File: config.mk
export PLATFORM = sky130hd
export DESIGN_NAME = tmc_timer
export DESIGN_NICKNAME = d
export VERILOG_FILES = /design/src/core/tmc_timer.v
export VERILOG_INCLUDE_DIRS = /design/src /design/src/core
export SDC_FILE = /design/constraint.sdc
export NUM_CORES = 1
export LEC_CHECK = 0
export ABC_AREA = 1
export BUFFER_PORTS_ARGS = -buffer_cell sky130_fd_sc_hd__buf_2
export CAP_MARGIN = 20
export CORE_ASPECT_RATIO = 0.5
export CORE_UTILIZATION = 50
export DETAILED_ROUTE_END_ITERATION = 16
export PLACE_DENSITY = 0.79
export SYNTH_ARGS = -nofsm -noshare
export SYNTH_HDL_FRONTEND = slang
export SYNTH_SLANG_ARGS = --single-unit
File: constraint.sdc
create_clock -name clock -period 3.83 [get_ports clock]
set_input_delay 0.766 -clock clock [delete_from_list [all_inputs] [get_ports clock]]
set_output_delay 0.766 -clock clock [all_outputs]
set_load 0.005 [all_outputs]
File: src/core/tmc_regs.vh
// How it works
// [RULE1] Reading either count byte freezes both bytes
// [RULE2] Reset or count/control write unfreezes buffer
// [RULE3] Reset clears the counter
// [RULE4] Debug halt stops counter, buffer unchanged
// [RULE5] Up mode wraps to zero, sets overflow
// [RULE6] Center mode turns down at wrap, flags
// [RULE7] Half-written wrap value suppresses overflow flag
// [RULE8] Wrap resets zero; zero means full range
// [RULE9] Software updates wrap right after overflow; the code commits the wrap pair as soon as its second byte is written
// [RULE10] Capture mode flags selected pin edge
// [RULE11] Compare and edge PWM flag on match
// [RULE12] Center PWM flags every match
// [RULE13] Channel irq while flag and enable set
// [RULE14] Flag clears by read-then-write zero
// [RULE15] New event cancels pending clear sequence
// [RULE16] Irq enable read/write; reset clears both
// [RULE17] Mode B set selects edge PWM
// [RULE18] Mode A picks capture or compare
// [RULE19] Edge/level field sets polarity or action
// [RULE20] Edge/level zero releases the pin
// [RULE21] Capture: rising, falling or both edges
// [RULE22] Compare: none, toggle, clear, set
// [RULE23] PWM: 10 high-true, X1 low-true
// [RULE24] Counter steps on each prescaled tick
`ifndef TMC_REGS_VH
`define TMC_REGS_VH
`define TMC_ADDR_CNT_HI 12'h000
`define TMC_ADDR_CNT_LO 12'h004
`define TMC_ADDR_WRAP_HI 12'h008
`define TMC_ADDR_WRAP_LO 12'h00C
`define TMC_ADDR_TSC 12'h010
`define TMC_ADDR_CSC 12'h014
`define TMC_ADDR_CVAL 12'h018
`define TMC_BIT_FLAG 7
`define TMC_BIT_IE 6
`define TMC_BIT_MSB 5
`define TMC_BIT_MSA 4
`define TMC_BIT_ELB 3
`define TMC_BIT_ELA 2
`define TMC_TSC_BIT_OVF 7
`define TMC_TSC_BIT_CENTER 5
`define TMC_TSC_BIT_CLKA 3
`define TMC_RST_WRAP 16'h0000
`define TMC_RST_COUNT 16'h0000
`endif

File: src/core/tmc_timer.v
// The register offsets and the APB register port were decided locally.
`timescale 1ns/1ps
`include "tmc_regs.vh"
module tmc_timer (
	input wire clock,
	input wire reset,
	input wire psel,
	input wire penable,
	input wire pwrite,
	input wire [11:0] paddr,
	input wire [31:0] pwdata,
	output reg [31:0] prdata,
	output reg pready,
	output reg pslverr,
	input wire timer_tick,
	input wire debug_halt,
	input wire chan_pin_in,
	output reg chan_pin_out,
	output reg chan_pin_oe,
	output reg chan_irq,
	output reg overflow_irq
);
	// Counter and wrap state
	reg [15:0] count_ff;
	reg [15:0] wrap_ff;
	reg [15:0] wrap_buf_ff;
	reg [15:0] hold_ff;
	reg [15:0] cval_ff;
	reg dir_down_ff;
	reg latched_ff;
	reg latch_hi_ff;
	reg wrap_half_ff;
	// Timer control and overflow
	reg ovf_ff;
	reg ovf_armed_ff;
	reg ovf_ie_ff;
	reg center_ff;
	reg [1:0] clks_ff;
	// Channel control
	reg flag_ff;
	reg flag_armed_ff;
	reg ie_ff;
	reg msb_ff;
	reg msa_ff;
	reg elb_ff;
	reg ela_ff;
	// Synchronisers
	reg pin_s1_ff;
	reg pin_s2_ff;
	reg pin_d_ff;
	reg halt_s1_ff;
	reg halt_ff;
	// Next values and events
	reg [31:0] nxt_prdata;
	reg [15:0] nxt_count;
	reg nxt_dir_down;
	reg nxt_pin_out;
	reg ch_event;
	reg ovf_event;

	// Either counter byte
	function is_count_addr;
		input [11:0] a;
		begin
			is_count_addr = (a == `TMC_ADDR_CNT_HI) || (a == `TMC_ADDR_CNT_LO);
		end
	endfunction

	// Either wrap byte
	function is_wrap_addr;
		input [11:0] a;
		begin
			is_wrap_addr = (a == `TMC_ADDR_WRAP_HI) || (a == `TMC_ADDR_WRAP_LO);
		end
	endfunction

	// Word aligned offsets up to the channel value
	function is_mapped;
		input [11:0] a;
		begin
			is_mapped = (a[11:5] == 7'h00) && (a[4:0] <= 5'h18) && (a[1:0] == 2'b00);
		end
	endfunction

	wire access;
	wire wr;
	wire rd;
	wire cnt_rd;
	wire cnt_wr;
	wire wrap_wr;
	wire tsc_rd;
	wire tsc_wr;
	wire csc_rd;
	wire csc_wr;
	wire cval_wr;
	wire [15:0] top;
	wire run;
	wire at_top;
	wire match;
	wire pin_used;
	wire rise;
	wire fall;
	wire pwm_mode;
	wire capture_mode;

	// Writes and reads act at the end of the access cycle, on the same edge that raises ready
	assign access = psel && penable && !pready;
	assign wr = access && pwrite;
	assign rd = access && !pwrite;
	assign cnt_rd = rd && is_count_addr(paddr);
	assign cnt_wr = wr && is_count_addr(paddr);
	assign wrap_wr = wr && is_wrap_addr(paddr);
	assign tsc_rd = rd && (paddr == `TMC_ADDR_TSC);
	assign tsc_wr = wr && (paddr == `TMC_ADDR_TSC);
	assign csc_rd = rd && (paddr == `TMC_ADDR_CSC);
	assign csc_wr = wr && (paddr == `TMC_ADDR_CSC);
	assign cval_wr = wr && (paddr == `TMC_ADDR_CVAL);
	// [RULE8] zero wrap means full range
	assign top = (wrap_ff == 16'h0000) ? 16'hFFFF : wrap_ff;
	// [RULE24] [RULE4] tick gate
	assign run = timer_tick && (clks_ff != 2'b00) && !halt_ff;
	assign at_top = (count_ff == top);
	assign match = run && (count_ff == cval_ff);
	assign pin_used = elb_ff || ela_ff;
	assign rise = pin_s2_ff && !pin_d_ff;
	assign fall = !pin_s2_ff && pin_d_ff;
	// [RULE17] [RULE18] mode decode
	assign pwm_mode = center_ff || msb_ff;
	assign capture_mode = !center_ff && !msb_ff && !msa_ff;

	always @* begin
		ovf_event = 1'b0;
		ch_event = 1'b0;
		if (run && !wrap_half_ff && at_top) begin
			// [RULE5] [RULE6] [RULE7] overflow at the top, upward only
			ovf_event = !center_ff || !dir_down_ff;
		end
		if (capture_mode) begin
			// [RULE10] [RULE20] [RULE21] selected edges
			ch_event = (ela_ff && rise) || (elb_ff && fall);
		end else begin
			// [RULE11] [RULE12] every match
			ch_event = match;
		end
	end

	// [RULE24] counter next value
	always @* begin
		nxt_count = count_ff;
		nxt_dir_down = dir_down_ff;
		if (run) begin
			if (!center_ff) begin
				// [RULE5] up wrap
				nxt_count = at_top ? 16'h0000 : count_ff + 16'h0001;
				nxt_dir_down = 1'b0;
			end else if (!dir_down_ff) begin
				// [RULE6] turn at the top
				if (at_top) begin
					nxt_count = count_ff - 16'h0001;
					nxt_dir_down = 1'b1;
				end else begin
					nxt_count = count_ff + 16'h0001;
				end
			end else begin
				if (count_ff == 16'h0000) begin
					nxt_count = 16'h0001;
					nxt_dir_down = 1'b0;
				end else begin
					nxt_count = count_ff - 16'h0001;
				end
			end
		end
		// A count write restarts the count as well
		if (cnt_wr) begin
			nxt_count = `TMC_RST_COUNT;
			nxt_dir_down = 1'b0;
		end
	end

	always @* begin
		nxt_prdata = 32'h00000000;
		case (paddr)
			`TMC_ADDR_CNT_HI: nxt_prdata[7:0] = latched_ff ? hold_ff[15:8] : count_ff[15:8];
			`TMC_ADDR_CNT_LO: nxt_prdata[7:0] = latched_ff ? hold_ff[7:0] : count_ff[7:0];
			`TMC_ADDR_WRAP_HI: nxt_prdata[7:0] = wrap_ff[15:8];
			`TMC_ADDR_WRAP_LO: nxt_prdata[7:0] = wrap_ff[7:0];
			`TMC_ADDR_TSC: nxt_prdata[7:0] = {ovf_ff, ovf_ie_ff, center_ff, clks_ff, 3'b000};
			`TMC_ADDR_CSC: nxt_prdata[7:0] = {flag_ff, ie_ff, msb_ff, msa_ff, elb_ff, ela_ff, 2'b00};
			`TMC_ADDR_CVAL: nxt_prdata[15:0] = cval_ff;
			default: nxt_prdata = 32'h00000000;
		endcase
	end

	// [RULE19] pin action by mode
	always @* begin
		nxt_pin_out = chan_pin_out;
		if (match && pin_used) begin
			if (pwm_mode) begin
				// [RULE23] inactive level on the up match, active on the down match
				nxt_pin_out = (center_ff && dir_down_ff) ? !ela_ff : ela_ff;
			end else if (msa_ff) begin
				// [RULE22] compare action
				case ({elb_ff, ela_ff})
					2'b01: nxt_pin_out = !chan_pin_out;
					2'b10: nxt_pin_out = 1'b0;
					2'b11: nxt_pin_out = 1'b1;
					default: nxt_pin_out = chan_pin_out;
				endcase
			end
		end else if (run && pwm_mode && pin_used && (count_ff == 16'h0000)
				&& !dir_down_ff) begin
			// Period start drives the active level
			nxt_pin_out = !ela_ff;
		end
	end

	// Register bus answer, one wait state
	always @(posedge clock or posedge reset) begin
		if (reset) begin
			pready <= 1'b0;
			prdata <= 32'h00000000;
			pslverr <= 1'b0;
		end else begin
			pready <= access;
			prdata <= rd ? nxt_prdata : prdata;
			pslverr <= access && !is_mapped(paddr);
		end
	end

	// Pin and halt pass two flip-flops; halt reads the second, pin edges compare the second with a third
	always @(posedge clock or posedge reset) begin
		if (reset) begin
			pin_s1_ff <= 1'b0;
			pin_s2_ff <= 1'b0;
			pin_d_ff <= 1'b0;
			halt_s1_ff <= 1'b0;
			halt_ff <= 1'b0;
		end else begin
			pin_s1_ff <= chan_pin_in;
			pin_s2_ff <= pin_s1_ff;
			pin_d_ff <= pin_s2_ff;
			halt_s1_ff <= debug_halt;
			halt_ff <= halt_s1_ff;
		end
	end

	// [RULE3] counter and direction
	always @(posedge clock or posedge reset) begin
		if (reset) begin
			count_ff <= `TMC_RST_COUNT;
			dir_down_ff <= 1'b0;
		end else begin
			count_ff <= nxt_count;
			dir_down_ff <= nxt_dir_down;
		end
	end

	// [RULE1] [RULE2] [RULE4] coherent read buffer
	always @(posedge clock or posedge reset) begin
		if (reset) begin
			latched_ff <= 1'b0;
			latch_hi_ff <= 1'b0;
			hold_ff <= 16'h0000;
		end else if (cnt_wr || tsc_wr) begin
			latched_ff <= 1'b0;
		end else if (cnt_rd && !halt_ff) begin
			if (!latched_ff) begin
				latched_ff <= 1'b1;
				latch_hi_ff <= (paddr == `TMC_ADDR_CNT_HI);
				hold_ff <= count_ff;
			end else if (latch_hi_ff != (paddr == `TMC_ADDR_CNT_HI)) begin
				// Only the other byte releases the buffer
				latched_ff <= 1'b0;
			end
		end
	end

	// [RULE7] [RULE8] wrap value commits as a pair
	always @(posedge clock or posedge reset) begin
		if (reset) begin
			wrap_ff <= `TMC_RST_WRAP;
			wrap_buf_ff <= `TMC_RST_WRAP;
			wrap_half_ff <= 1'b0;
		end else if (wrap_wr) begin
			if (!wrap_half_ff) begin
				wrap_half_ff <= 1'b1;
				if (paddr == `TMC_ADDR_WRAP_HI)
					wrap_buf_ff <= {pwdata[7:0], wrap_ff[7:0]};
				else
					wrap_buf_ff <= {wrap_ff[15:8], pwdata[7:0]};
			end else begin
				wrap_half_ff <= 1'b0;
				if (paddr == `TMC_ADDR_WRAP_HI)
					wrap_ff <= {pwdata[7:0], wrap_buf_ff[7:0]};
				else
					wrap_ff <= {wrap_buf_ff[15:8], pwdata[7:0]};
			end
		end
	end

	// Timer control bits
	always @(posedge clock or posedge reset) begin
		if (reset) begin
			ovf_ie_ff <= 1'b0;
			center_ff <= 1'b0;
			clks_ff <= 2'b00;
		end else if (tsc_wr) begin
			ovf_ie_ff <= pwdata[6];
			center_ff <= pwdata[`TMC_TSC_BIT_CENTER];
			clks_ff <= pwdata[`TMC_TSC_BIT_CLKA + 1:`TMC_TSC_BIT_CLKA];
		end
	end

	// Overflow flag; set wins over a clear in the same cycle
	always @(posedge clock or posedge reset) begin
		if (reset) begin
			ovf_ff <= 1'b0;
			ovf_armed_ff <= 1'b0;
		end else begin
			if (tsc_rd && ovf_ff)
				ovf_armed_ff <= 1'b1;
			if (ovf_event) begin
				ovf_ff <= 1'b1;
				ovf_armed_ff <= 1'b0;
			end else if (tsc_wr && ovf_armed_ff && !pwdata[`TMC_TSC_BIT_OVF]) begin
				ovf_ff <= 1'b0;
				ovf_armed_ff <= 1'b0;
			end
		end
	end

	// [RULE16] [RULE17] [RULE18] [RULE19] channel control bits
	always @(posedge clock or posedge reset) begin
		if (reset) begin
			ie_ff <= 1'b0;
			msb_ff <= 1'b0;
			msa_ff <= 1'b0;
			elb_ff <= 1'b0;
			ela_ff <= 1'b0;
		end else if (csc_wr) begin
			ie_ff <= pwdata[`TMC_BIT_IE];
			msb_ff <= pwdata[`TMC_BIT_MSB];
			msa_ff <= pwdata[`TMC_BIT_MSA];
			elb_ff <= pwdata[`TMC_BIT_ELB];
			ela_ff <= pwdata[`TMC_BIT_ELA];
		end
	end

	// Channel value used by the match
	always @(posedge clock or posedge reset) begin
		if (reset) begin
			cval_ff <= 16'h0000;
		end else if (cval_wr) begin
			cval_ff <= pwdata[15:0];
		end
	end

	// [RULE14] [RULE15] [RULE16] channel flag
	always @(posedge clock or posedge reset) begin
		if (reset) begin
			flag_ff <= 1'b0;
			flag_armed_ff <= 1'b0;
		end else begin
			if (csc_rd && flag_ff)
				flag_armed_ff <= 1'b1;
			// A new event wins so no request is lost
			if (ch_event) begin
				flag_ff <= 1'b1;
				flag_armed_ff <= 1'b0;
			end else if (csc_wr && flag_armed_ff && !pwdata[`TMC_BIT_FLAG]) begin
				flag_ff <= 1'b0;
				flag_armed_ff <= 1'b0;
			end
		end
	end

	// [RULE13] requests and pin drive
	always @(posedge clock or posedge reset) begin
		if (reset) begin
			chan_irq <= 1'b0;
			overflow_irq <= 1'b0;
			chan_pin_oe <= 1'b0;
			chan_pin_out <= 1'b0;
		end else begin
			chan_irq <= (flag_ff || ch_event) && ie_ff;
			overflow_irq <= (ovf_ff || ovf_event) && ovf_ie_ff;
			// [RULE20] pin released when field is zero
			chan_pin_oe <= pin_used && !capture_mode;
			chan_pin_out <= nxt_pin_out;
		end
	end
endmodule

# After elaboration in Yosys (flattened, before gate mapping)
# Cells that the tools add are included.
# totals
regBits	124
in_bits	52
output_inout_bits	38
wordCells	179
# op_classes
add_sub_neg	2
n_lt_le_gt_ge	1
n_eq_ne	14
n_mux	43
bitwise	3
reduce_logical	83
# op_table
operator	count
16-bit 2-to-1 mux	10
8-bit one-hot mux with 7 select lines	1
1-bit logical AND	42
12-bit by 5-bit equality test with 1-bit output (second input constant)	3
16-bit equality test	2
16-bit logical NOT	2
1-bit 2-to-1 mux	28
12-bit by 4-bit equality test with 1-bit output (second input constant)	2
8-bit 2-to-1 mux	3
16-bit by 1-bit adder with 16-bit output (second input constant)	1
16-bit by 1-bit subtractor with 16-bit output (second input constant)	1
1-bit logical NOT	15
12-bit by 3-bit equality test with 1-bit output (second input constant)	1
12-bit logical NOT	1
2-bit nonzero test	6
1-bit logical OR	9
7-bit logical NOT	1
3-bit AND reduction	2
3-bit nonzero test	2
5-bit less-or-equal comparator (second input constant)	1
5-bit by 2-bit != test with 1-bit output (second input constant)	1
2-bit equality test (second input constant)	2
2-bit AND reduction	2
3-bit != test (second input constant)	1
other kinds (5)	7

# Depth between registers and ports, before layout
# logic_depth
depth_word	9
depth_mapped	18
mapped_depth_nobuf	17

# Worst setup path after synthesis
# No wires, ideal clock.
# synth_timing
path_type	input to register
from	in paddr[1]
to	reg wrap_buf_ff[15]
setup_time_ns	0.118
arrival_ns	2.094
t_required_ns	3.712
path_slack_ns	1.618
stages	11
path_buffers	1
path_cell_list	nor2_2 > inv_2 > nor2_1 > nand2_1 > nor2_1 > nand2_1 > a21oi_2 > nand2_2 > buf_2 > mux2i_1 > inv_1
# synth_between
elab_chain_cells	4
elab_cells_between_ends	6
classes_between	eq/ne (2); mux (1); reduce/logical (3)
# synth_rtl
item	line_no	rtl
start, declared	tmc_timer.v:10	input wire [11:0] paddr,
12-bit by 4-bit equality test with 1-bit output	n/a	
1-bit logical OR	tmc_timer.v:73	is_wrap_addr = (a == `TMC_ADDR_WRAP_HI) || (a == `TMC_ADDR_WRAP_LO);
1-bit logical AND	tmc_timer.v:112	assign wrap_wr = wr && is_wrap_addr(paddr);
2-bit AND reduction (no source line)	n/a	
end signal, assigned	tmc_timer.v:282	wrap_buf_ff <= `TMC_RST_WRAP;
end signal, assigned	tmc_timer.v:288	wrap_buf_ff <= {pwdata[7:0], wrap_ff[7:0]};
end signal, assigned	tmc_timer.v:290	wrap_buf_ff <= {wrap_ff[15:8], pwdata[7:0]};
end, declared	tmc_timer.v:26	reg [15:0] wrap_buf_ff;
# Several ways; a longest one is shown, not always the timed one.
# A chain may end at the register's enable or synchronous reset.

# Worst setup path in the final report
# layout_timing
from	reg wrap_ff[9]
to	reg count_ff[1]
# layout_between
elab_chain_cells	8
elab_cells_between_ends	9
classes_between	eq/ne (1); mux (7); reduce/logical (1)
# layout_rtl
item	line_no	rtl
start, declared	tmc_timer.v:25	reg [15:0] wrap_ff;
start signal, assigned	tmc_timer.v:281	wrap_ff <= `TMC_RST_WRAP;
start signal, assigned	tmc_timer.v:294	wrap_ff <= {pwdata[7:0], wrap_buf_ff[7:0]};
start signal, assigned	tmc_timer.v:296	wrap_ff <= {wrap_buf_ff[15:8], pwdata[7:0]};
16-bit logical NOT	tmc_timer.v:119	assign top = (wrap_ff == 16'h0000) ? 16'hFFFF : wrap_ff;
16-bit 2-to-1 mux *	tmc_timer.v:119	
16-bit equality test *	tmc_timer.v:122	assign at_top = (count_ff == top);
16-bit 2-to-1 mux	tmc_timer.v:158	if (at_top) begin
16-bit 2-to-1 mux	tmc_timer.v:156	end else if (!dir_down_ff) begin
16-bit 2-to-1 mux *	tmc_timer.v:152	if (!center_ff) begin
16-bit 2-to-1 mux *	tmc_timer.v:151	if (run) begin
16-bit 2-to-1 mux *	tmc_timer.v:174	if (cnt_wr) begin
end signal, assigned	tmc_timer.v:250	count_ff <= `TMC_RST_COUNT;
end signal, assigned	tmc_timer.v:253	count_ff <= nxt_count;
end, declared	tmc_timer.v:24	reg [15:0] count_ff;
# Mark *: on every way between the ends. The rest lies on a longest branch, timed or not. The select of a mux whose other input is x is not followed.

==> flow_summary.json <==
{
  "slew_headroom": 0.297,
  "cts.clk_slew.worst_paths_ns": 0.06,
  "ctsResizeCount": 0,
  "drive_gt1_frac": 0.124,
  "period_minus_slack_ns": 2.81,
  "grt_util_all_layers": 0.298,
  "hp-class": "input port to async pin",
  "asyncSetResetFlopFracSynth": 1.00,
  "critical_path.max_fanout": 32,
  "tritoncts.num_buffers": 17,
  "outcome": "finished, final reports clean",
  "fmaxAchievable_mhz": 356,
  "totalWireLength_um": 22500,
  "slowest_delay_ns": 0.41,
  "place.detailed.instances": 1319,
  "tightestPinTransition_ns": 1.06,
  "fill_cells": 1370,
  "clk_path_buf_depth": 2,
  "seq_area_um2": 3100,
  "cts_num_sinks": 124,
  "critical_path.slowest_cell": "sky130_fd_sc_hd__dfrtp_1",
  "vdd_ir_drop_max_mv": 0.265,
  "mean_number_of_vias_per_cell": 5.67,
  "gp_congestion": 0.961,
  "synth.top_cells.by_count": "298 x sky130_fd_sc_hd__nand2_1, 142 x sky130_fd_sc_hd__inv_1, 124 x sky130_fd_sc_hd__dfrtp_1",
  "setup-violations-final": 0,
  "core.rowCount": 31,
  "starting_density_of_the_core": 0.523,
  "internal_reg_to_reg_setup_slack_ns": 1.02,
  "report.final.hold_viol_count": 0,
  "synth.distinct_cells": 45,
  "first_global_vias": 7222,
  "remaining_drc_errors": 0,
  "synthesized_flop_and_latch_total": 124,
  "globalRoute.totalOverflow": 0,
  "fin_util": 0.586,
  "synthDominantCellAreaShare": 0.400,
  "crit_path_cell_trace": "nor2_1 -> nand2_1 -> nor2_1 -> nand2_2 -> nand3_1 -> nand2_1 -> nor2_2 -> nand2_1 -> nor2_1 -> nand2_1 -> o21ai_1 -> nor2_1 -> nand2_1 -> nand2_1",
  "syn_area_um2": 7760,
  "initialDrtViolationCount": 812,
  "rsz0062_at_grt": "no",
  "synth-seq-area-share": 0.400,
  "antenna_found_initial": 0,
  "regToRegStartpoint": "wrap_ff[9]",
  "tritoncts_clock_tree": "built",
  "layoutNonFillerInstCount": 1352,
  "start_kind": "register",
  "clock-root-buffer": "sky130_fd_sc_hd__clkbuf_16",
  "grt_first_pass_wirelength_um": 36800,
  "antenna-diode-count": 0,
  "clock_insertion_delay_worst_skew_ns": 0.42,
  "crit_required_ns": 4.14,
  "max_cap_viol": 0,
  "final.setup.tns_ns": 0,
  "die_span_in_y_um": 90.1,
  "postCtsSetupBuffers": 0,
  "ys_warns": 0,
  "crit-reg2reg-capture": "count_ff[1]",
  "dieWidth_um": 178,
  "p_leak_uw": 0.00447,
  "port_buffers": 57,
  "core_area_um2": 14800,
  "worst_r2r_path_depth": 14,
  "number_of_h_tree_levels": 4,
  "mean_routed_wirelength_per_cell_um": 16.6,
  "postCtsHoldBufs": 0,
  "place_hpwl_um": 16300,
  "clock_skew_ns": 0.0111,
  "synth.area.top_cells": "sky130_fd_sc_hd__dfrtp_1 40%, sky130_fd_sc_hd__nand2_1 14%, sky130_fd_sc_hd__inv_1 6.9%",
  "timing.critical_path.mode_cell": "sky130_fd_sc_hd__nand2_1",
  "finalCritPeriodShare": 0.734,
  "route.antenna.remaining_nets": 0,
  "maxSlewViolCount": 0,
  "synthMostInstantiatedCell": "sky130_fd_sc_hd__nand2_1",
  "synth_ff_type": "sky130_fd_sc_hd__dfrtp_1",
  "boundaryPins": 90,
  "syn-mean-instance-area_um2": 7.02,
  "criticalPathCategory": "register to register",
  "area_growth_from_synthesis_to_final_layout_pct": 12.0,
  "floorplan.die_area_um2": 16000,
  "synthDominantAreaCellType": "sky130_fd_sc_hd__dfrtp_1",
  "crit_path_end_kind": "register",
  "p_per_area_nw_per_um2": 360,
  "timing.critical_path.arrival_ns": 3.12,
  "drtPass1Iterations": 6,
  "route.vias.total": 7661,
  "maximum_number_of_pins_on_one_net_before_global_route_repair": 60,
  "nNetsFinal": 1196,
  "multi_input_area_um2": 3800,
  "synth-edff-count": 0,
  "synthesis.instances": 1105
}
[registers in the layout (all words and copies together) (netlist names), 2 cells and up]
| signal | cells |
|---|---|
| clks_ff | 2 |
| wrap_ff | 16 |
| count_ff | 16 |
| hold_ff | 16 |
| prdata | 16 |
| wrap_buf_ff | 16 |
| cval_ff | 16 |
[where the power goes]
part / leakage, uW / switching, uW / total (uW) / internal [uW]
clock: 0.000282 / 667 / 1650 / 988
combinational: 0.00261 / 99.4 / 144 / 44.8
sequential: 0.00157 / 8.25 / 1330 / 1320
[worst max-delay path, delay by kind of cell, from the launching register on]
family,cells,cell delay [ns]
simple gates,13,1.99
flops,1,0.41
compound gates,1,0.30
[worst max-delay path by stage]
stage                startpoint     endpoint  slack (ns)  cells after the start
floorplan                 reset    center_ff        1.54                      1
global placement      paddr[11]   wrap_ff[9]        0.90                      9
detailed placement     paddr[1]  wrap_ff[13]        0.78                     12
CTS                  wrap_ff[9]  count_ff[1]        1.08                     14
global route        wrap_ff[11]  count_ff[1]        0.79                     14
finish               wrap_ff[9]  count_ff[1]        1.02                     14
[routing by layer]
metal,part of all wire,GRT usage
met1,0.44,0.429
met2,0.45,0.454
met3,0.093,0.0508
met4,0.019,0.0954
met5,0,0
[cell families after synthesis]
logic type,count (synthesis),share of synthesized area
xor gates and xnor gates,24,0.0271
adders and majority gates,3,0.00484
DFF,124,0.400
buffers and inverters,213,0.117
AOI/OAI and AO/OA,193,0.133
and+or+nand+nor,531,0.296
other,1,0.000483
muxes,16,0.0219
[stage by stage]
stage	cell area, um^2	setup slack, ns	hold WS, ns	total power [uW]
final	8690	1.02	0.298	3130
after global routing	8690	0.794	0.308	3210
after CTS	8670	1.08	0.358	3130
after detailed placement	8070	0.776	0.337	1490
after global placement	8070	0.903	0.336	1490
after floorplan	7820	1.54	0.331	1450
[cells in the final DEF, fill, tap and decap left out, types with 4 or more instances in the layout]
cell	count
sky130_fd_sc_hd__a21oi_1	48
sky130_fd_sc_hd__buf_2	57
sky130_fd_sc_hd__buf_4	5
sky130_fd_sc_hd__clkbuf_16	17
sky130_fd_sc_hd__clkinvlp_4	5
sky130_fd_sc_hd__conb_1	16
sky130_fd_sc_hd__dfrtp_1	124
sky130_fd_sc_hd__inv_1	141
sky130_fd_sc_hd__inv_2	9
sky130_fd_sc_hd__inv_6	4
sky130_fd_sc_hd__mux2_2	8
sky130_fd_sc_hd__mux2i_1	8
sky130_fd_sc_hd__nand2_1	298
sky130_fd_sc_hd__nand3_1	57
sky130_fd_sc_hd__nand3_2	13
sky130_fd_sc_hd__nand3b_1	5
sky130_fd_sc_hd__nand4_1	12
sky130_fd_sc_hd__nor2_1	106
sky130_fd_sc_hd__nor2_2	6
sky130_fd_sc_hd__nor3_1	16
sky130_fd_sc_hd__nor4_1	8
sky130_fd_sc_hd__o21ai_0	87
sky130_fd_sc_hd__o21ai_1	26
sky130_fd_sc_hd__o22ai_1	15
sky130_fd_sc_hd__xnor2_1	4
sky130_fd_sc_hd__xor2_1	20
[layout make-up]
class,count,share of cell area
multi-input cells,783,0.438
flip-flops and latches,124,0.357
inverters,151,0.0657
clock buffers,18,0.0506
repair buffers,64,0.0418
well taps,198,0.0285
clock inverters,14,0.0183
Note: power is estimated with default switching activity, not from simulation.
